File: src/common/srs_pkg.sv
// Constants, register map and types of the system reset sequencer.
// Assumes a 100 MHz clock; all long times are kept in microseconds.
package srs_pkg;
  // Register addresses
  localparam logic [7:0] ADDR_WD_CTRL = 8'h00;
  localparam logic [7:0] ADDR_FS_CTRL = 8'h02;
  localparam logic [7:0] ADDR_WD_STAT = 8'h05;
  localparam logic [7:0] ADDR_IRQ_STAT = 8'h61;
  localparam logic [7:0] ADDR_STARTUP = 8'h73;
  // Field positions
  localparam int RCNT_LSB = 0;
  localparam int LIMP_BIT = 2;
  localparam int RLEN_LSB = 4;
  localparam int AUX_SUC_BIT = 3;
  localparam int HV4_BIT = 2;
  localparam int HV3_BIT = 1;
  localparam int HV2_BIT = 0;
  localparam int WD_MODE_LSB = 5;
  localparam int WD_PER_LSB = 0;
  localparam int WDI_BIT = 0;
  // Reset values
  localparam logic [7:0] FS_CTRL_RST = 8'h00;
  localparam logic [7:0] STARTUP_RST = 8'h00;
  localparam logic [7:0] WD_CTRL_RST = 8'h40;
  localparam logic [1:0] RCNT_MAX = 2'h3;
  // Watchdog mode and phase codes
  localparam logic [2:0] WD_MODE_WINDOW = 3'h4;
  localparam logic [2:0] WD_MODE_TIMEOUT = 3'h2;
  localparam logic [2:0] WD_MODE_AUTO = 3'h1;
  localparam logic [1:0] PH_OFF = 2'h0;
  localparam logic [1:0] PH_FIRST = 2'h1;
  localparam logic [1:0] PH_SECOND = 2'h2;
  // Timing
  localparam int CLK_PERIOD_NS = 10;
  localparam int T_US_NS = 1000;
  localparam int US_CYCLES = (T_US_NS + CLK_PERIOD_NS - 1) / CLK_PERIOD_NS;
  localparam int T_RST_LEN0_US = 20000;
  localparam int T_RST_LEN1_US = 10000;
  localparam int T_RST_LEN2_US = 3600;
  localparam int T_RST_LEN3_US = 1000;
  localparam int T_RST_TO_US = 100000;
  localparam int T_WD_BASE_US = 8000;
  localparam int TMR_W = 18;
  // Sequencer states
  typedef enum logic [1:0] {ST_STANDBY, ST_RESET, ST_FAILSAFE} srs_state_t;
endpackage

File: src/common/srs_wd_if.sv
// Link between the sequencer core and its watchdog.
// Assumes both ends run on the same clock.
`timescale 1ns/1ps
`default_nettype none
interface srs_wd_if;
  logic tick;
  logic run;
  logic normal;
  logic irq_pending;
  logic ctrl_wr;
  logic [7:0] ctrl_data;
  logic trigger;
  logic flag_clr;
  logic [7:0] ctrl_q;
  logic [1:0] phase;
  logic flag;
  logic rst_req;
  modport ctrl (output tick, run, normal, irq_pending, ctrl_wr, ctrl_data, trigger, flag_clr,
                input ctrl_q, phase, flag, rst_req);
  modport wd (input tick, run, normal, irq_pending, ctrl_wr, ctrl_data, trigger, flag_clr,
              output ctrl_q, phase, flag, rst_req);
endinterface
`default_nettype wire

File: src/verilog/srs_top.sv
// System reset sequencer: reset sources, reset pulse, reset counter, fail-safe.
// Assumes register accesses arrive decoded from the serial port, one per cycle.
//
// What this block does
// - Writing watchdog control restarts timer in first half, phase 01, only outside normal mode; normal-mode writes reset.
// - Timeout mode shorter period may restart at second half, overflow comes early.
// - Period change in second half restarts first half; spurious overflow flag allowed.
// - Timeout trigger exactly at half restarts in second half, overflowing early.
// - Any system reset drives reset pin low and enters reset state, or fail-safe at count 3.
// - On entry increment counter below 3, then hold pin low for length.
// - Length timer expiry releases pin and moves to standby.
// - Counter at 3 on entry goes to fail-safe and enables limp-home.
// - Battery undervoltage blocks counter increment on reset entry.
// - Core undervoltage during reset restarts the length timer.
// - Time-out expiry increments counter, restarts below 3, else fail-safe.
// - Open-drain reset pin; external pull-down is a reset source.
// - Cold starts (power-up, core undervoltage, leaving low power) use the stored reset length field.
// - Other resets always use the shortest length, 1 to 1.5 ms.
// - Length field 5:4 selects 20, 10, 3.6 or 1 ms minimum.
// - Aux start-up bit loads aux regulator bits 00 or 11 at power-up.
// - Start-up bits 2,1,0 select limp-home on high-voltage pins 4,3,2.
// - Watchdog window overflow, early trigger, timeout double overflow cause reset.
// - Core undervoltage, normal-mode watchdog write, leaving low-power states cause reset.
// - Sleep command with pending or no regular interrupt causes reset.
// - Reset counter is bits 1:0 at address 02h, saturating at 3.
// - Watchdog phase: 00 off, 01 first half, 10 second half.
`timescale 1ns/1ps
`default_nettype none
module srs_top
  import srs_pkg::*;
#(
  parameter int P_CYC_PER_US = US_CYCLES,
  parameter int P_RST_LEN0_US = T_RST_LEN0_US,
  parameter int P_RST_LEN1_US = T_RST_LEN1_US,
  parameter int P_RST_LEN2_US = T_RST_LEN2_US,
  parameter int P_RST_LEN3_US = T_RST_LEN3_US,
  parameter int P_RST_TO_US = T_RST_TO_US,
  parameter int P_WD_BASE_US = T_WD_BASE_US
) (
  input wire logic i_clock,
  input wire logic i_sys_rst,
  input wire logic i_reg_wr,
  input wire logic i_reg_rd,
  input wire logic [7:0] i_reg_addr,
  input wire logic [7:0] i_reg_wdata,
  output logic [7:0] o_reg_rdata,
  input wire logic [7:0] i_nvm_startup,
  input wire logic i_core_uv,
  input wire logic i_bat_uv,
  input wire logic i_reset_out_n_in,
  output logic o_reset_out_n_out,
  output logic o_reset_out_n_oe,
  input wire logic i_normal_mode,
  input wire logic i_leave_lowpower,
  input wire logic i_sleep_cmd,
  input wire logic i_irq_out_n,
  input wire logic i_regular_irq_sel,
  input wire logic i_wdog_trigger,
  output logic [1:0] o_reset_count,
  output logic [1:0] o_wdog_phase_status,
  output logic o_wdog_overflow_flag,
  output logic o_fail_safe_state,
  output logic o_limp_en,
  output logic [1:0] o_aux_reg_control,
  output logic o_hv_pin4_fallback_en,
  output logic o_hv_pin3_fallback_en,
  output logic o_hv_pin2_fallback_en
);
  if (P_CYC_PER_US < 2 || P_RST_TO_US >= 2 ** TMR_W || P_RST_LEN0_US >= 2 ** TMR_W ||
      P_RST_LEN3_US < 1) begin : g_chk
    $error("Timing parameters out of range");
  end

  localparam int DIV_W = $clog2(P_CYC_PER_US);
  localparam logic [TMR_W-1:0] LEN3 = TMR_W'(P_RST_LEN3_US);
  localparam logic [TMR_W-1:0] TO_US = TMR_W'(P_RST_TO_US);

  srs_wd_if wdog_overflow_flag ();

  logic [DIV_W-1:0] div_r;
  logic tick;
  logic [2:0] sync1_r;
  logic [2:0] sync2_r;
  logic core_uv_s;
  logic bat_uv_s;
  logic pin_s;
  srs_state_t state_r;
  logic drive_r;
  logic [2:0] drive_d_r;
  logic loaded_r;
  logic pwr_pend_r;
  logic [1:0] rcnt_r;
  logic [5:0] fs_upper_r;
  logic [7:0] startup_r;
  logic [1:0] aux_ctrl_r;
  logic fail_safe_r;
  logic [TMR_W-1:0] len_cnt_r;
  logic [TMR_W-1:0] len_us_r;
  logic [TMR_W-1:0] to_cnt_r;
  logic [7:0] rdata_r;
  logic fs_wr;
  logic wd_wr;
  logic ext_low;
  logic sleep_rst;
  logic cold;
  logic any_src;
  logic entry;
  logic to_fs;
  logic len_exp;
  logic to_exp;

  // Reset length in microseconds from the length field
  function automatic logic [TMR_W-1:0] rlen_us(input logic [1:0] sel);
    unique case (sel)
      2'h0: rlen_us = TMR_W'(P_RST_LEN0_US);
      2'h1: rlen_us = TMR_W'(P_RST_LEN1_US);
      2'h2: rlen_us = TMR_W'(P_RST_LEN2_US);
      2'h3: rlen_us = LEN3;
    endcase
  endfunction

  // Microsecond tick divider
  always_ff @(posedge i_clock or posedge i_sys_rst) begin
    if (i_sys_rst) begin
      div_r <= '0;
    end else if (div_r == DIV_W'(P_CYC_PER_US - 1)) begin
      div_r <= '0;
    end else begin
      div_r <= div_r + 1'b1;
    end
  end
  assign tick = (div_r == DIV_W'(P_CYC_PER_US - 1));

  // Two-stage synchronisers for the analogue monitors and the reset pin
  always_ff @(posedge i_clock or posedge i_sys_rst) begin
    if (i_sys_rst) begin
      sync1_r <= 3'h4;
      sync2_r <= 3'h4;
    end else begin
      sync1_r <= {i_reset_out_n_in, i_bat_uv, i_core_uv};
      sync2_r <= sync1_r;
    end
  end
  assign core_uv_s = sync2_r[0];
  assign bat_uv_s = sync2_r[1];
  assign pin_s = sync2_r[2];

  // Decoded accesses and reset sources
  always_comb begin
    fs_wr = i_reg_wr & (i_reg_addr == ADDR_FS_CTRL);
    wd_wr = i_reg_wr & (i_reg_addr == ADDR_WD_CTRL);
    // pin readback blanked while own drive settles
    ext_low = ~pin_s & ~drive_r & ~|drive_d_r;
    sleep_rst = i_sleep_cmd & (~i_irq_out_n | ~i_regular_irq_sel);
    cold = core_uv_s | i_leave_lowpower | pwr_pend_r;
    any_src = core_uv_s | ext_low | wdog_overflow_flag.rst_req | (wd_wr & i_normal_mode) | i_leave_lowpower |
              sleep_rst | pwr_pend_r;
    entry = loaded_r & (state_r == ST_STANDBY) & any_src;
    to_fs = (rcnt_r == RCNT_MAX);
    // A part tick leads, so count one more whole tick to keep the pulse at least the selected length
    len_exp = (state_r == ST_RESET) & tick & ~core_uv_s & (len_cnt_r >= len_us_r);
    to_exp = (state_r == ST_RESET) & tick & ~len_exp & (to_cnt_r + 1'b1 >= TO_US);
  end

  // Sequencer state and pin drive
  always_ff @(posedge i_clock or posedge i_sys_rst) begin
    if (i_sys_rst) begin
      state_r <= ST_STANDBY;
      drive_r <= 1'b0;
      fail_safe_r <= 1'b0;
    end else begin
      unique case (state_r)
        ST_STANDBY: begin
          if (entry && to_fs) begin
            state_r <= ST_FAILSAFE;
            drive_r <= 1'b1;
            fail_safe_r <= 1'b1;
          end else if (entry) begin
            state_r <= ST_RESET;
            drive_r <= 1'b1;
          end
        end
        ST_RESET: begin
          if (len_exp) begin
            state_r <= ST_STANDBY;
            drive_r <= 1'b0;
          end else if (to_exp && to_fs) begin
            // give up after time-out at max count
            state_r <= ST_FAILSAFE;
            fail_safe_r <= 1'b1;
          end
        end
        ST_FAILSAFE: begin
          // Held until a power-on reset; the host pin stays low
          drive_r <= 1'b1;
        end
      endcase
    end
  end

  // Drive history, used to blank our own low level on the readback path
  always_ff @(posedge i_clock or posedge i_sys_rst) begin
    if (i_sys_rst) begin
      drive_d_r <= 3'h0;
    end else begin
      drive_d_r <= {drive_d_r[1:0], drive_r};
    end
  end

  // Pulse length and time-out timers
  always_ff @(posedge i_clock or posedge i_sys_rst) begin
    if (i_sys_rst) begin
      len_cnt_r <= '0;
      to_cnt_r <= '0;
      len_us_r <= LEN3;
    end else if (entry) begin
      len_cnt_r <= '0;
      to_cnt_r <= '0;
      len_us_r <= cold ? rlen_us(startup_r[RLEN_LSB +: 2]) : LEN3;
    end else if (state_r != ST_RESET || to_exp || core_uv_s) begin
      len_cnt_r <= '0;
      if (state_r != ST_RESET || to_exp) begin
        to_cnt_r <= '0;
      end else if (tick) begin
        to_cnt_r <= to_cnt_r + 1'b1;
      end
    end else if (tick) begin
      len_cnt_r <= len_cnt_r + 1'b1;
      to_cnt_r <= to_cnt_r + 1'b1;
    end
  end

  // Reset counter; hardware increments win over a host write
  always_ff @(posedge i_clock or posedge i_sys_rst) begin
    if (i_sys_rst) begin
      rcnt_r <= FS_CTRL_RST[RCNT_LSB +: 2];
    end else if (entry && !to_fs && !bat_uv_s) begin
      rcnt_r <= rcnt_r + 2'h1;
    end else if (to_exp && !to_fs) begin
      // time-out counts as a further reset
      rcnt_r <= rcnt_r + 2'h1;
    end else if (fs_wr && state_r != ST_RESET) begin
      rcnt_r <= i_reg_wdata[RCNT_LSB +: 2];
    end
  end

  // Rest of the fail-safe control byte; limp bit forced on in fail-safe
  always_ff @(posedge i_clock or posedge i_sys_rst) begin
    if (i_sys_rst) begin
      fs_upper_r <= FS_CTRL_RST[7:2];
    end else if (state_r == ST_FAILSAFE) begin
      fs_upper_r[LIMP_BIT-2] <= 1'b1;
    end else if (fs_wr) begin
      fs_upper_r <= i_reg_wdata[7:2];
    end
  end

  // Start-up byte taken from storage after reset; aux bits derived once
  always_ff @(posedge i_clock or posedge i_sys_rst) begin
    if (i_sys_rst) begin
      loaded_r <= 1'b0;
      pwr_pend_r <= 1'b1;
      startup_r <= STARTUP_RST;
      aux_ctrl_r <= 2'h0;
    end else if (!loaded_r) begin
      loaded_r <= 1'b1;
      startup_r <= {2'h0, i_nvm_startup[5:0]};
      aux_ctrl_r <= {2{i_nvm_startup[AUX_SUC_BIT]}};
    end else begin
      if (entry) begin
        pwr_pend_r <= 1'b0;
      end
      if (i_reg_wr && i_reg_addr == ADDR_STARTUP) begin
        startup_r <= {2'h0, i_reg_wdata[5:0]};
      end
    end
  end

  // Register read data, registered on the read strobe
  always_ff @(posedge i_clock or posedge i_sys_rst) begin
    if (i_sys_rst) begin
      rdata_r <= 8'h00;
    end else if (i_reg_rd) begin
      unique case (i_reg_addr)
        ADDR_WD_CTRL: rdata_r <= wdog_overflow_flag.ctrl_q;
        ADDR_FS_CTRL: rdata_r <= {fs_upper_r, rcnt_r};
        ADDR_WD_STAT: rdata_r <= {6'h00, wdog_overflow_flag.phase};
        ADDR_IRQ_STAT: rdata_r <= {7'h00, wdog_overflow_flag.flag};
        ADDR_STARTUP: rdata_r <= startup_r;
        default: rdata_r <= 8'h00;
      endcase
    end
  end

  // Watchdog hookup; a write in normal mode is refused and resets instead
  assign wdog_overflow_flag.tick = tick;
  assign wdog_overflow_flag.run = (state_r == ST_STANDBY);
  assign wdog_overflow_flag.normal = i_normal_mode;
  assign wdog_overflow_flag.irq_pending = ~i_irq_out_n;
  assign wdog_overflow_flag.ctrl_wr = wd_wr & ~i_normal_mode;
  assign wdog_overflow_flag.ctrl_data = i_reg_wdata;
  assign wdog_overflow_flag.trigger = i_wdog_trigger;
  assign wdog_overflow_flag.flag_clr = i_reg_wr & (i_reg_addr == ADDR_IRQ_STAT) & i_reg_wdata[WDI_BIT];

  srs_wdog #(.P_WD_BASE_US(P_WD_BASE_US)) u_wdog (
    .i_clock(i_clock),
    .i_sys_rst(i_sys_rst),
    .wd(wdog_overflow_flag.wd)
  );

  // Outputs
  assign o_reg_rdata = rdata_r;
  assign o_reset_out_n_out = 1'b0; // Open drain: only ever pulls low
  assign o_reset_out_n_oe = drive_r;
  assign o_reset_count = rcnt_r;
  assign o_wdog_phase_status = wdog_overflow_flag.phase;
  assign o_wdog_overflow_flag = wdog_overflow_flag.flag;
  assign o_fail_safe_state = fail_safe_r;
  assign o_limp_en = fs_upper_r[LIMP_BIT-2];
  assign o_aux_reg_control = aux_ctrl_r;
  assign o_hv_pin4_fallback_en = startup_r[HV4_BIT];
  assign o_hv_pin3_fallback_en = startup_r[HV3_BIT];
  assign o_hv_pin2_fallback_en = startup_r[HV2_BIT];
endmodule
`default_nettype wire

File: src/verilog/srs_wdog.sv
// Watchdog timer with the restart quirks after control writes.
// Assumes a one-cycle microsecond tick and writes already gated by mode.
`timescale 1ns/1ps
`default_nettype none
module srs_wdog
  import srs_pkg::*;
#(
  parameter int P_WD_BASE_US = T_WD_BASE_US
) (
  input wire logic i_clock,
  input wire logic i_sys_rst,
  srs_wd_if.wd wd
);
  if (P_WD_BASE_US * 16 >= 2 ** TMR_W) begin : g_chk
    $error("Watchdog base period too long for timer");
  end

  logic [2:0] mode_r;
  logic [3:0] per_r;
  logic [TMR_W-1:0] cnt_r;
  logic [1:0] phase_r;
  logic flag_r;
  logic rst_req_r;
  logic win;
  logic tmo;
  logic active;
  logic ovf;
  logic at_half;
  logic short_quirk;
  logic [3:0] new_per;

  // Period in microseconds from a period code
  function automatic logic [TMR_W-1:0] per_us(input logic [3:0] code);
    per_us = TMR_W'((int'(code) + 1) * P_WD_BASE_US);
  endfunction

  // Effective mode from the selection and the device mode
  always_comb begin
    win = wd.run & wd.normal & (mode_r == WD_MODE_WINDOW);
    tmo = wd.run & ((mode_r == WD_MODE_TIMEOUT) | ((mode_r == WD_MODE_WINDOW) & ~wd.normal) |
          ((mode_r == WD_MODE_AUTO) & (wd.normal | wd.irq_pending)));
    active = win | tmo;
    new_per = wd.ctrl_data[WD_PER_LSB +: 4];
    at_half = wd.tick & (cnt_r + 1'b1 == (per_us(per_r) >> 1));
    ovf = active & wd.tick & (phase_r != PH_OFF) & (cnt_r + 1'b1 >= per_us(per_r));
    // A shorter period that the elapsed time already passes half of
    short_quirk = tmo & (new_per < per_r) & (phase_r == PH_FIRST) & (cnt_r >= (per_us(new_per) >> 1));
  end

  // Control register
  always_ff @(posedge i_clock or posedge i_sys_rst) begin
    if (i_sys_rst) begin
      mode_r <= WD_CTRL_RST[WD_MODE_LSB +: 3];
      per_r <= WD_CTRL_RST[WD_PER_LSB +: 4];
    end else if (wd.ctrl_wr) begin
      mode_r <= wd.ctrl_data[WD_MODE_LSB +: 3];
      per_r <= new_per;
    end
  end

  // Timer and phase
  always_ff @(posedge i_clock or posedge i_sys_rst) begin
    if (i_sys_rst) begin
      cnt_r <= '0;
      phase_r <= PH_OFF;
    end else if (!active) begin
      cnt_r <= '0;
      phase_r <= PH_OFF;
    end else if (wd.ctrl_wr) begin
      if (short_quirk) begin
        cnt_r <= per_us(new_per) >> 1;
        phase_r <= PH_SECOND;
      end else begin
        cnt_r <= '0;
        phase_r <= PH_FIRST;
      end
    end else if (phase_r == PH_OFF || ovf) begin
      cnt_r <= '0;
      phase_r <= PH_FIRST;
    end else if (wd.trigger && tmo && at_half) begin
      cnt_r <= cnt_r + 1'b1;
      phase_r <= PH_SECOND;
    end else if (wd.trigger) begin
      cnt_r <= '0;
      phase_r <= PH_FIRST;
    end else if (wd.tick) begin
      cnt_r <= cnt_r + 1'b1;
      if (at_half) begin
        phase_r <= PH_SECOND;
      end
    end
  end

  // Overflow flag; a set in the clearing cycle wins
  always_ff @(posedge i_clock or posedge i_sys_rst) begin
    if (i_sys_rst) begin
      flag_r <= 1'b0;
    end else if ((tmo && ovf) || (wd.ctrl_wr && tmo && phase_r == PH_SECOND)) begin
      flag_r <= 1'b1;
    end else if (wd.flag_clr) begin
      flag_r <= 1'b0;
    end
  end

  // Reset requests to the sequencer
  always_ff @(posedge i_clock or posedge i_sys_rst) begin
    if (i_sys_rst) begin
      rst_req_r <= 1'b0;
    end else begin
      rst_req_r <= (win & ovf) | (tmo & ovf & flag_r) |
                   (win & wd.trigger & ~wd.ctrl_wr & (phase_r == PH_FIRST));
    end
  end

  assign wd.ctrl_q = {mode_r, 1'b0, per_r};
  assign wd.phase = phase_r;
  assign wd.flag = flag_r;
  assign wd.rst_req = rst_req_r;
endmodule
`default_nettype wire
File: config.mk
export PLATFORM = sky130hd
export DESIGN_NAME = srs_top
export DESIGN_NICKNAME = d
export VERILOG_FILES = /design/src/common/srs_pkg.sv /design/src/common/srs_wd_if.sv /design/src/verilog/srs_top.sv /design/src/verilog/srs_wdog.sv
export SDC_FILE = /design/constraint.sdc
export NUM_CORES = 1
export LEC_CHECK = 0
export BUFFER_PORTS_ARGS = -buffer_cell sky130_fd_sc_hd__buf_2
export CORE_MARGIN = 2
export CORE_UTILIZATION = 25
export CTS_BUF_LIST = sky130_fd_sc_hd__clkbuf_16
export CTS_CLUSTER_SIZE = 16
export DETAILED_ROUTE_END_ITERATION = 16
export GPL_TIMING_DRIVEN = 1
export SYNTH_ARGS = -nofsm -noshare
export SYNTH_HDL_FRONTEND = slang
export SYNTH_SLANG_ARGS = --single-unit
File: constraint.sdc
create_clock -name i_clock -period 12.5 [get_ports i_clock]
set_input_delay 0 -clock i_clock [delete_from_list [all_inputs] [get_ports i_clock]]
set_output_delay 0 -clock i_clock [all_outputs]
set_load 0.01 [all_outputs]
Word-level counts from Yosys, hierarchy flattened

Index checks and enable logic that the tools add are counted.

Add/subtract/negate cells: 7
Multiply operators: 2
Div/mod/pow operators: 0
$lt $le $gt $ge: 5
Equality and inequality tests: 27
Shifts and indexed selects: 0
Muxes and demuxes: 48
Bitwise gates (word level): 58
Reduce and logical (&&, ||, !) cells: 36

Operators by type and width:

| operator                | count |
|---|---|
| $mux W18                | 14 |
| $pmux W18 S4            | 1 |
| $mul A32 B8 Y12 const B | 2 |
| $add A18 B1 Y18 const B | 3 |
| $pmux W8 S5             | 1 |
| $ge A18 B18 Y1          | 2 |
| $and A1 B1 Y1           | 34 |
| $mux W2                 | 15 |
| $eq A18 B17 Y1          | 1 |
| $ge A18 B17 Y1          | 1 |
| $ge A18 B17 Y1 const B  | 1 |
| $mux W17                | 1 |
| $eq A8 B7 Y1 const B    | 2 |
| $mux W8                 | 2 |
| $or A1 B1 Y1            | 15 |
| $logic_and A1 B1 Y1     | 12 |
| $ne A6 B5 Y1 const B    | 2 |
| $add A4 B1 Y5 const B   | 2 |
| $eq A2 B2 Y1 const B    | 5 |
| $mux W1                 | 10 |
| $not A1 Y1              | 9 |
| $eq A8 B2 Y1 const B    | 1 |
| $eq A8 B3 Y1 const B    | 1 |
| $logic_not A8 Y1        | 1 |
| other kinds (25)        | 45 |

Register bits after elaboration: 130
Bits in latches: 0
RAM bits: 0
ROM bits: 0
Bits of input ports: 37
Output and inout bits: 22
Logic and storage cells: 207
Memories: 0

Longest topological paths before layout

Gate-level depths: netlist (run 1).

Depth in word-level cells: 13
Mapped depth: 29

Hierarchy

From an unflattened synthesis (run 1), not the netlist that was laid out.

Cell total of the unflattened synthesis: 1012
Area, all modules: 9200.1 um^2

Modules (own cells, without submodules):

| module   | instances | cells each | area an instance (um^2) | seq. area each (um^2) |
|---|---|---|---|---|
| srs_top  | 1         | 503        | 4845.9                  | 2234.6 |
| srs_wdog | 1         | 509        | 4354.2                  | 726.9 |

Worst setup path after synthesis (run 1)

Ideal clock, no wire load.

Path kind: reg-to-reg
From: register u_wdog.per_r[0]
To: register u_wdog.cnt_r[9]
Arrival time: 5263 ps
Data required time: 12374 ps
Setup slack: 7111 ps
Cell stages (with the launch flop): 25
Path buffers: 3
Clock period less this slack: 5389 ps
Cell sequence: dfrtp_1 -> buf_2 -> inv_1 -> ha_1 -> inv_1 -> ha_1 -> xor2_1 -> inv_1 -> ha_1 -> fa_1 -> ha_1 -> inv_1 -> fa_1 -> nand2b_1 -> a2111oi_0 -> a211oi_1 -> ha_1 -> o21ai_0 -> a211o_1 -> a31oi_1 -> or3_1 -> buf_2 -> buf_4 -> a21oi_1 -> a221o_1

Word-level cells in the longest chain between the ends: 9

RTL lines:

| item                                                                    | line           | text |
|---|---|---|
| start: declaration                                                      | srs_wdog.sv:19 | `logic [3:0] per_r;` |
| start signal: assignment                                                | srs_wdog.sv:54 | `per_r <= WD_CTRL_RST[WD_PER_LSB +: 4];` |
| start signal: assignment                                                | srs_wdog.sv:57 | `per_r <= new_per;` |
| parallel branches: the longest is 9 deep, another holds $mul A32 B8 Y12 | --             |  |
| end signal: assignment                                                  | srs_wdog.sv:71 | `cnt_r <= per_us(new_per) >> 1;` |
| end signal: assignment                                                  | srs_wdog.sv:81 | `cnt_r <= cnt_r + 1'b1;` |
| end signal: assignment                                                  | srs_wdog.sv:87 | `cnt_r <= cnt_r + 1'b1;` |
| end: declaration                                                        | srs_wdog.sv:20 | `logic [TMR_W-1:0] cnt_r;` |

Several ways; the timed one is not identified.
A chain may end at the register's enable or synchronous reset.

Worst setup path after layout (run 1)

From: register u_wdog.per_r[0]
To: register u_wdog.cnt_r[8]

Same word-level chain as after synthesis.

==> results.sh, run 1 <==
export IMPL_grt_pass1_vias=7487
export IMPL_p_per_area_nw_per_um2=124
export IMPL_fin_crit_sh=0.556
export IMPL_track_usage=0.125
export IMPL_cp_arrival_ns=7.27
export IMPL_netlist_top_cells_area="dfrtp_1 (31%), ha_1 (13%), inv_1 (4.3%)"
export IMPL_fillCellCount=3691
export IMPL_synth_common_cells="dfrtp_1 (111), inv_1 (102), ha_1 (91), nor2_1 (85), nand2_1 (64)"
export IMPL_h_tree_depth=4
export IMPL_ir_drop_v=0.000114
export IMPL_p_leak_nw=4.76
export IMPL_dp_final_hpwl_um=17400
export IMPL_synth_cells=999
export IMPL_ios=59
export IMPL_drv_cap=0
export IMPL_critPathMaxStageDelay_ns=0.76
export IMPL_clockBufferDepth=2
export IMPL_cts_root_buf="clkbuf_16"
export IMPL_start_util=0.254
export IMPL_cpMostUsedCell="ha_1"
export IMPL_synth_cell_types=75
export IMPL_area_growth_pct=16.7
export IMPL_wl_per_cell_um=14.8
export IMPL_fin_setup_tns_ns=0
export IMPL_grt_pass1_wl_um=38200
export IMPL_path_max_fanout=17
export IMPL_ys_seq_elements=118
export IMPL_fin_crit_ns=6.95
export IMPL_synth_seq_area_share=0.329
export IMPL_clk_pin_slew_ns=0.06
export IMPL_yosys_area_top_type="dfrtp_1"
export IMPL_setup_viol=0
export IMPL_tritoncts="yes"
export IMPL_clock_sink_count=118
export IMPL_skew_ns=0.00844
export IMPL_ys_warn_count=0
export IMPL_cts_buffers=17
export IMPL_fin_ws_ns=5.55
export IMPL_routed_wirelength_um=22800
export IMPL_num_rows=69
export IMPL_overflow=0
export IMPL_critPathBufInv=4
export IMPL_grt_max_degree=81
export IMPL_critPathSlowestCell="a31oi_1"
export IMPL_synth_edf_count=0
export IMPL_timing_fmax_ghz=0.144
export IMPL_drc=0
export IMPL_min_path_type="in -> reg"
export IMPL_outcome="finished, final reports clean"
export IMPL_syn_nets=1139
export IMPL_antenna_left=0
export IMPL_die_h_um=194
export IMPL_antenna_found_initial=1
export IMPL_drtPass1Iterations=5
export IMPL_relSlewSlack=0.238
export IMPL_gp_congestion=0.809
export IMPL_synth_top_area_frac=0.309
export IMPL_diodes=0
export IMPL_startpoint_type="flop"
export IMPL_cts_resized_gates=0
export IMPL_dieWidth_um=194
export IMPL_worst_slew_pin_transition_ns=1.14
export IMPL_finalHoldViolCount=0
export IMPL_final_max_slew_violation_count=0
export IMPL_avgSynthCellArea_um2=9.01
export IMPL_nNetsFinal=1203
export IMPL_rsz0062_at_grt="false"
export IMPL_final_layout_size_suffix_gt1_frac=0.122
export IMPL_critPathKind="reg -> reg"
export IMPL_cp_end_kind="flop"
export IMPL_post_place_ws_ns=5.58
export IMPL_vias=7402
export IMPL_die_area_um2=37500
export IMPL_clkLatencyLatePin_ns=0.43
export IMPL_yosysMostFrequentCell="dfrtp_1"
export IMPL_crit_chain="inv_1 -> ha_1 -> inv_1 -> ha_1 -> xor2_1 -> inv_1 -> ha_1 -> fa_1 -> ha_1 -> inv_1 -> fa_1 -> nand2b_1 -> a21o_1 -> a211oi_1 -> ha_1 -> o21ai_0 -> a211o_1 -> a31oi_1 -> or3_1 -> o21ai_0 -> a21o_1"
export IMPL_vias_per_cell=4.82
export IMPL_synth_area_um2=9000
export IMPL_ys_flop_type="dfrtp_1"
export IMPL_core_area_um2=35500
export IMPL_synthArstFlopShare=1.00
export IMPL_cp_top_family="adder cells"
export IMPL_io_buffers=55
export IMPL_drtIter0Drc=515
export IMPL_cp_required_ns=12.82
==> worst paths after layout <==
| path | slack, ns | end | startpoint | depth (start not counted) |
|---|---|---|---|---|
| min in group asynchronous | 0.21 | div_r[4] | i_sys_rst | 3 |
| max | 5.55 | u_wdog.cnt_r[8] | u_wdog.per_r[0] | 21 |
| max reg2reg | 5.55 | u_wdog.cnt_r[8] | u_wdog.per_r[0] | 21 |
| max in group asynchronous | 10.90 | u_wdog.mode_r[2] | i_sys_rst | 4 |
| min | 0.02 | len_us_r[7] | i_leave_lowpower | 4 |
| min reg2reg | 0.35 | sync2_r[1] | sync1_r[1] | 0 |
==> layout by cell type (no fill, tap or decap), types with 5 or more instances in the layout <==
cell type      Yosys  layout
dlygate4sd3_1      0      21
o22ai_1            5       5
dfrtp_1          111     111
and3_1            19      19
o211ai_1           6       6
inv_1            102     102
nand3_1           37      37
a21oi_1           37      37
or2_2              7       7
buf_2              7      55
clkbuf_16          0      17
nor4_1            10      10
nand2_1           64      64
dfstp_2            7       7
a31oi_1            9       9
nand4_1           19      19
nor2b_1            8       8
nand2b_1          14      14
xnor2_1           42      42
a21o_1            16      16
or3_1              8       8
mux2_2            15      15
ha_1              91      91
o21ai_0           55      55
nor2_1            85      85
mux2i_1           12      12
nor3_1            21      21
xor2_1            43      43
a211oi_1           8       8
nand3b_1           6       6
fa_1              12      12
a211o_1            7       7
==> tightest hold or removal path: cells and delay by family <==
kind	cells	cell delay, ns
buffers and inverters	1	0.09
AOI/OAI and AO/OA	1	0.06
and+or+nand+nor	2	0.28
==> power breakdown <==
group          switching [W]  internal [W]  leakage, nW
clock network       0.000187      0.000290        0.269
logic               0.000248      0.000180         2.98
registers         0.00000629      0.000388         1.51
total               0.000441      0.000858         4.76
==> routing by layer <==
| layer | share of wire | routed length (µm) | global-route usage | vias up |
|---|---|---|---|---|
| met1 | 0.47 | 10700 | 0.163 | 3609 |
| met3 | 0.034 | 771 | 0.0228 | 33 |
| met2 | 0.48 | 10800 | 0.209 | 122 |
| met4 | 0.021 | 485 | 0.0447 | 2 |
| li1 | - | - | - | 3636 |
| met5 | 0.00057 | 13 | 0 | - |
==> per-stage QoR <==
| step | util | power [W] | area, µm² | hold slack (ns) | instances |
|---|---|---|---|---|---|
| final | 0.296 | 0.00130 | 10500 | 0.0176 | 1536 |
| after detailed placement | 0.274 | 0.000821 | 9730 | 0.107 | 1484 |
| after CTS | 0.296 | 0.00131 | 10500 | 0.0103 | 1536 |
| after floorplan | - | 0.000721 | 9000 | 0.00448 | 999 |
| after global routing | 0.296 | 0.00139 | 10500 | 0.0790 | 1536 |
| after global placement | 0.274 | 0.000813 | 9730 | 0.105 | 1484 |
==> kinds of logic after synthesis <==
| group | share of synthesized area |
|---|---|
| simple gates | 0.191 |
| compound gates | 0.141 |
| buf+inv | 0.0602 |
| flops | 0.329 |
| fa+ha+maj | 0.153 |
| xor+xnor | 0.0927 |
| mux | 0.0321 |
| other cells | 0.000834 |
==> state kept, by name, indices dropped and copies added, names as in the netlist, 4 cells and up <==
name,count
div_r,7
u_wdog.per_r,4
to_cnt_r,18
len_cnt_r,18
o_reg_rdata,8
fs_upper_r,6
len_us_r,8
u_wdog.cnt_r,18
startup_r,6
==> final cells by class <==
class                      count  area (µm²)  area share
multi-input combinational    744        5510       0.524
sequential                   118        2960       0.282
tap                          461         577      0.0549
timing repair buffer          80         515      0.0491
clock buffer                  17         425      0.0405
inverter                     102         385      0.0367
clock inverter                14         139      0.0132
==> timing repair <==
action                                 4_1_cts  5_1_grt
endpoints found under the hold margin       68        0
buffers inserted                             0        0
hold buffers                                21        0
Note: power is estimated with default switching activity, not from simulation.
==> inputs of run 2 (changes only) <==
==> constraint.sdc (replaced) <==
create_clock -name i_clock -period 7.25 [get_ports i_clock]
set_input_delay 0 -clock i_clock [delete_from_list [all_inputs] [get_ports i_clock]]
set_output_delay 0 -clock i_clock [all_outputs]
set_load 0.01 [all_outputs]
==> run 2 against run 1 <==
  * Cell count up 0.33%
  * Clock power up 68%
  * Flip-flop and latch count unchanged
  * Sequential share of layout area down 0.067 points
  * Global-route usage up 0.17 points
  * Register-to-register slack worse by 4.9 ns
  * Core utilization up 0.071 points
  * Hold slack better by 0.022 ns
  * Setup slack worse by 4.9 ns
  * Critical endpoint is now u_wdog.cnt_r[7]
  * Critical path type unchanged
  * Via count up 0.70%
==> results.sh, run 2 (synthesis gave the netlist of run 1 again) <==
export IMPL_vias_per_cell=4.84
export IMPL_utilization=0.297
export IMPL_wl_per_cell_um=15.1
export IMPL_met2_length_um=11000
export IMPL_tritoncts="yes"
export IMPL_worst_slew_pin_transition_ns=0.891
export IMPL_post_dp_cell_area_um2=9750
export IMPL_clk_pin_slew_ns=0.06
export IMPL_finalHoldViolCount=0
export IMPL_area_growth_pct=17.0
export IMPL_cp_arrival_ns=6.90
export IMPL_routed_wirelength_um=23200
export IMPL_outcome="finished, final reports clean"
export IMPL_fin_crit_ns=6.59
export IMPL_cp_required_ns=7.57
export IMPL_drc=0
export IMPL_grt_pass1_vias=7524
export IMPL_cp_end_kind="flop"
export IMPL_final_layout_size_suffix_gt1_frac=0.125
export IMPL_timing_fmax_ghz=0.152
export IMPL_clkLatencyLatePin_ns=0.43
export IMPL_dp_final_hpwl_um=17500
export IMPL_drtPass1Iterations=5
export IMPL_clockBufferDepth=2
export IMPL_track_usage=0.127
export IMPL_ios=59
export IMPL_drv_cap=0
export IMPL_dieWidth_um=194
export IMPL_vias=7454
export IMPL_die_h_um=194
export IMPL_antenna_left=0
export IMPL_drtIter0Drc=452
export IMPL_layout_commonest_cell="dfrtp_1"
export IMPL_rsz0062_at_grt="false"
export IMPL_p_per_area_nw_per_um2=211
export IMPL_relSlewSlack=0.406
export IMPL_num_rows=69
export IMPL_grt_max_degree=71
export IMPL_hold_ws_ns=0.0396
export IMPL_grt_pass1_wl_um=38600
export IMPL_diodes=0
export IMPL_overflow=0
export IMPL_setup_viol=0
export IMPL_min_path_type="in -> reg"
export IMPL_h_tree_depth=4
export IMPL_core_area_um2=35500
export IMPL_path_max_fanout=17
export IMPL_reg_top3="len_cnt_r: 18 flops, to_cnt_r: 18 flops, u_wdog.cnt_r: 18 flops"
export IMPL_cts_root_buf="clkbuf_16"
export IMPL_antenna_found_initial=0
export IMPL_fin_area_um2=10500
export IMPL_fin_setup_tns_ns=0
export IMPL_startpoint_type="flop"
export IMPL_p_leak_nw=4.77
export IMPL_critPathKind="reg -> reg"
export IMPL_fin_crit_sh=0.909
export IMPL_gp_congestion=0.827
export IMPL_cts_buffers=17
export IMPL_ir_drop_v=0.000178
export IMPL_die_area_um2=37500
export IMPL_final_max_slew_violation_count=0
export IMPL_nNetsFinal=1207
export IMPL_io_buffers=55
export IMPL_start_util=0.254
export IMPL_drt_met1_wl_um=10800
export IMPL_clock_sink_count=118
export IMPL_layout_common_cells="dfrtp_1 (111), inv_1 (101), ha_1 (91)"
export IMPL_dr_max_layer_used="met4"
export IMPL_skew_ns=0.0108
export IMPL_wl_met3_um=934
==> run 2: cell count changes in the layout (fill, tap and decap cells not counted), sizes merged <==
cell,before,now
buf,59,61
inv,103,106
bufinv,2,1
clkinvlp,4,3
dlygate4sd3,21,23
==> run 2: layout make-up <==
type                            count  area [µm²]
Clock buffer                       17         425
Clock inverter                     15         129
Fill cell                        3700       24900
Inverter                          102         385
Multi-Input combinational cell    744        5510
Sequential cell                   118        2960
Tap cell                          461         577
Timing Repair Buffer               84         551
==> run 2: worst paths after layout <==
kind                                      start               to  slack (ns)  cells past startpoint
worst min-delay path              i_reg_addr[3]   u_wdog.wd.flag        0.04                      5
worst min register to register       sync1_r[1]       sync2_r[1]        0.35                      0
worst max register to register  u_wdog.per_r[0]  u_wdog.cnt_r[7]        0.66                     22
worst max-delay path            u_wdog.per_r[0]  u_wdog.cnt_r[7]        0.66                     22
min in group asynchronous             i_sys_rst     to_cnt_r[12]        0.25                      3
max in group asynchronous             i_sys_rst     len_cnt_r[7]        5.65                      4
==> run 2: critical path: stages (launching register included) <==
cell and delay (ns):
dfrtp_1 0.53, inv_1 0.19, ha_1 0.42, inv_1 0.07
ha_1 0.33, xor2_1 0.30, inv_1 0.14, ha_1 0.32
fa_1 0.54, ha_1 0.18, inv_1 0.06, fa_1 0.41
nand2b_1 0.18, a21o_1 0.17, a211oi_1 0.53, ha_1 0.35
o21ai_0 0.16, a211o_1 0.16, a31oi_1 0.05, buf_4 0.20
or3_1 0.66, nand2b_1 0.28, o311ai_1 0.25
==> run 2: report_power, final <==
part	internal, W	total, W	switching (W)
logic	0.000311	0.000745	0.000433
clock network	0.000471	0.000801	0.000330
registers	0.000669	0.000680	0.0000105
total	0.00145	0.00223	0.000774
==> run 2: metal layers <==
metal,vias to the layer above,track usage
met5,-,0
met4,0,0.0495
met3,29,0.0249
met2,174,0.210
met1,3614,0.163
li1,3637,-
==> run 2: stage by stage <==
step                      power, W  instances  setup WS [ns]
after detailed placement   0.00142       1486          0.672
after CTS                  0.00225       1541          0.688
after global routing       0.00239       1541          0.206
after floorplan            0.00124        999           1.86
final                      0.00223       1541          0.663
after global placement     0.00140       1486          0.881
==> run 2: what timing repair did <==
item,CTS,global route
hold buffers,23,0
endpoints found under the setup margin,0,0
resized for setup,0,0
hold endpoints to repair,80,0
buffers inserted,0,0
==> inputs of run 3 (changes only) <==
==> constraint.sdc (replaced) <==
create_clock -name i_clock -period 5.5 [get_ports i_clock]
set_input_delay 0 -clock i_clock [delete_from_list [all_inputs] [get_ports i_clock]]
set_output_delay 0 -clock i_clock [all_outputs]
set_load 0.01 [all_outputs]
==> run 3 against run 2 <==
  * Cell count increased by 1.2%
  * Setup slack lost 0.45 ns
  * First-iteration DRC count rose by 32%
  * Die area unchanged
  * Largest cell class unchanged
  * Highest routed layer unchanged
  * Non-clock buffer count rose by 18
==> results.sh, run 3 (synthesis gave the netlist of run 1 again) <==
export IMPL_outcome="finished, final reports clean"
export IMPL_layout_common_cells="dfrtp_1 (111), inv_1 (102), ha_1 (89)"
export IMPL_clockBufferDepth=2
export IMPL_dieWidth_um=194
export IMPL_critPathMaxStageDelay_ns=0.53
export IMPL_cts_buffers=17
export IMPL_fin_crit_sh=0.962
export IMPL_hold_ws_ns=0.0456
export IMPL_cp_top_family="adder cells"
export IMPL_clkLatencyLatePin_ns=0.43
export IMPL_h_tree_depth=4
export IMPL_skew_ns=0.0139
export IMPL_reg_top3="len_cnt_r: 18 flops, to_cnt_r: 18 flops, u_wdog.cnt_r: 18 flops"
export IMPL_die_area_um2=37500
export IMPL_post_place_ws_ns=-0.0877
export IMPL_min_path_type="in -> reg"
export IMPL_io_buffers=55
export IMPL_p_leak_nw=4.92
export IMPL_antenna_found_initial=1
export IMPL_final_max_slew_violation_count=0
export IMPL_relSlewSlack=0.245
export IMPL_multi_input_area_um2=5640
export IMPL_p_per_area_nw_per_um2=292
export IMPL_cp_required_ns=5.82
export IMPL_gp_congestion=0.890
export IMPL_fin_total_pwr_w=0.00317
export IMPL_final_layout_size_suffix_gt1_frac=0.158
export IMPL_fillCellCount=3663
export IMPL_fin_crit_ns=5.29
export IMPL_fin_ws_ns=0.210
export IMPL_antenna_left=0
export IMPL_tritoncts="yes"
export IMPL_ir_drop_v=0.000278
export IMPL_path_max_fanout=8
export IMPL_drtIter0Drc=595
export IMPL_cp_arrival_ns=5.61
export IMPL_grt_pass1_wl_um=39100
export IMPL_core_area_um2=35500
export IMPL_track_usage=0.128
export IMPL_timing_fmax_ghz=0.189
export IMPL_startpoint_type="input port"
export IMPL_wl_per_cell_um=15.2
export IMPL_post_place_cells=1498
export IMPL_grt_max_degree=70
export IMPL_drv_cap=0
export IMPL_fin_cells=1559
export IMPL_vias=7568
export IMPL_clock_sink_count=118
export IMPL_worst_slew_pin_transition_ns=1.13
export IMPL_clk_pin_slew_ns=0.07
export IMPL_drtPass1Iterations=5
export IMPL_diodes=0
export IMPL_ios=59
export IMPL_die_h_um=194
export IMPL_area_growth_pct=20.5
export IMPL_cpMostUsedCell="ha_1"
export IMPL_overflow=0
export IMPL_vias_per_cell=4.85
export IMPL_grt_pass1_vias=7416
export IMPL_cts_root_buf="clkbuf_16"
export IMPL_layout_commonest_cell="dfrtp_1"
export IMPL_critPathSlowestCell="dlygate4sd3_1"
export IMPL_regArea_um2=2960
export IMPL_critPathBufInv=6
export IMPL_drc=0
export IMPL_setup_viol=0
export IMPL_start_util=0.254
export IMPL_post_dp_cell_area_um2=9840
export IMPL_dp_final_hpwl_um=17800
export IMPL_nNetsFinal=1225
export IMPL_finalHoldViolCount=0
export IMPL_routed_wirelength_um=23800
export IMPL_fin_area_um2=10900
export IMPL_critPathKind="in -> reg"
export IMPL_num_rows=69
export IMPL_cp_end_kind="flop"
-- run 3: changes by cell type in the layout (fill, tap and decap cells not counted), sizes merged --
cell,before,now
buf,61,79
clkbuf,17,18
dlygate4sd3,23,22
clkinv,7,5
bufinv,1,3
-- run 3: through the flow --
| stage | TNS [ns] | util |
|---|---|---|
| 4_1_cts | 0 | 0.301 |
| 2_1_floorplan | 0 | - |
| 3_5_place_dp | -0.153 | 0.277 |
| 3_3_place_gp | 0 | 0.277 |
| 6_report | 0 | 0.306 |
| 5_1_grt | -0.336 | 0.306 |
-- run 3: path summary, 6_finish.rpt --
check / slack (ns) / cells past startpoint / to / startpoint
setup / recovery: 0.21 / 27 / u_wdog.cnt_r[13] / i_reg_wdata[1]
max in group asynchronous: 3.88 / 4 / u_wdog.per_r[2] / i_sys_rst
setup reg to reg: 0.26 / 22 / u_wdog.cnt_r[7] / u_wdog.per_r[0]
hold / removal: 0.05 / 5 / u_wdog.wd.flag / i_reg_addr[7]
min in group asynchronous: 0.27 / 3 / to_cnt_r[5] / i_sys_rst
hold reg to reg: 0.35 / 0 / sync2_r[1] / sync1_r[1]
-- run 3: routing by layer --
metal / global-route usage / routed length (µm) / share of wire
met4: 0.0370 / 427 / 0.018
met3: 0.0242 / 818 / 0.034
met2: 0.215 / 11300 / 0.48
met1: 0.167 / 11200 / 0.47
met5: 0 / 0 / 0
-- run 3: area by class of cell --
type	count	area share
clock buffers	17	0.0392
clock inverters	15	0.0164
inverters	102	0.0355
multi-input cells	744	0.520
flip-flops and latches	118	0.273
well taps	461	0.0532
repair buffers	102	0.0632
-- run 3: power by group --
group	switching [W]	leakage [nW]	internal, W	total (W)
Combinational	0.000619	3.12	0.000488	0.00111
Clock	0.000450	0.289	0.000714	0.00116
Sequential	0.0000137	1.51	0.000882	0.000896
Total	0.00108	4.92	0.00208	0.00317
-- run 3: worst min-delay path, cell delays in order --
cell and delay (ns):
buf_2 0.08, nor4bb_1 0.05, nand2_1 0.14, o21ai_0 0.10, o21ai_0 0.06
-- run 3: repair_timing --
| item | 4_1_cts | 5_1_grt |
|---|---|---|
| endpoints found under the setup margin | 7 | 21 |
| hold buffers | 22 | 0 |
| gates resized for setup | 6 | 21 |
| setup buffers | 0 | 7 |
| endpoints found under the hold margin | 79 | 0 |
| pin swaps | 0 | 9 |
| cloned | 0 | 0 |
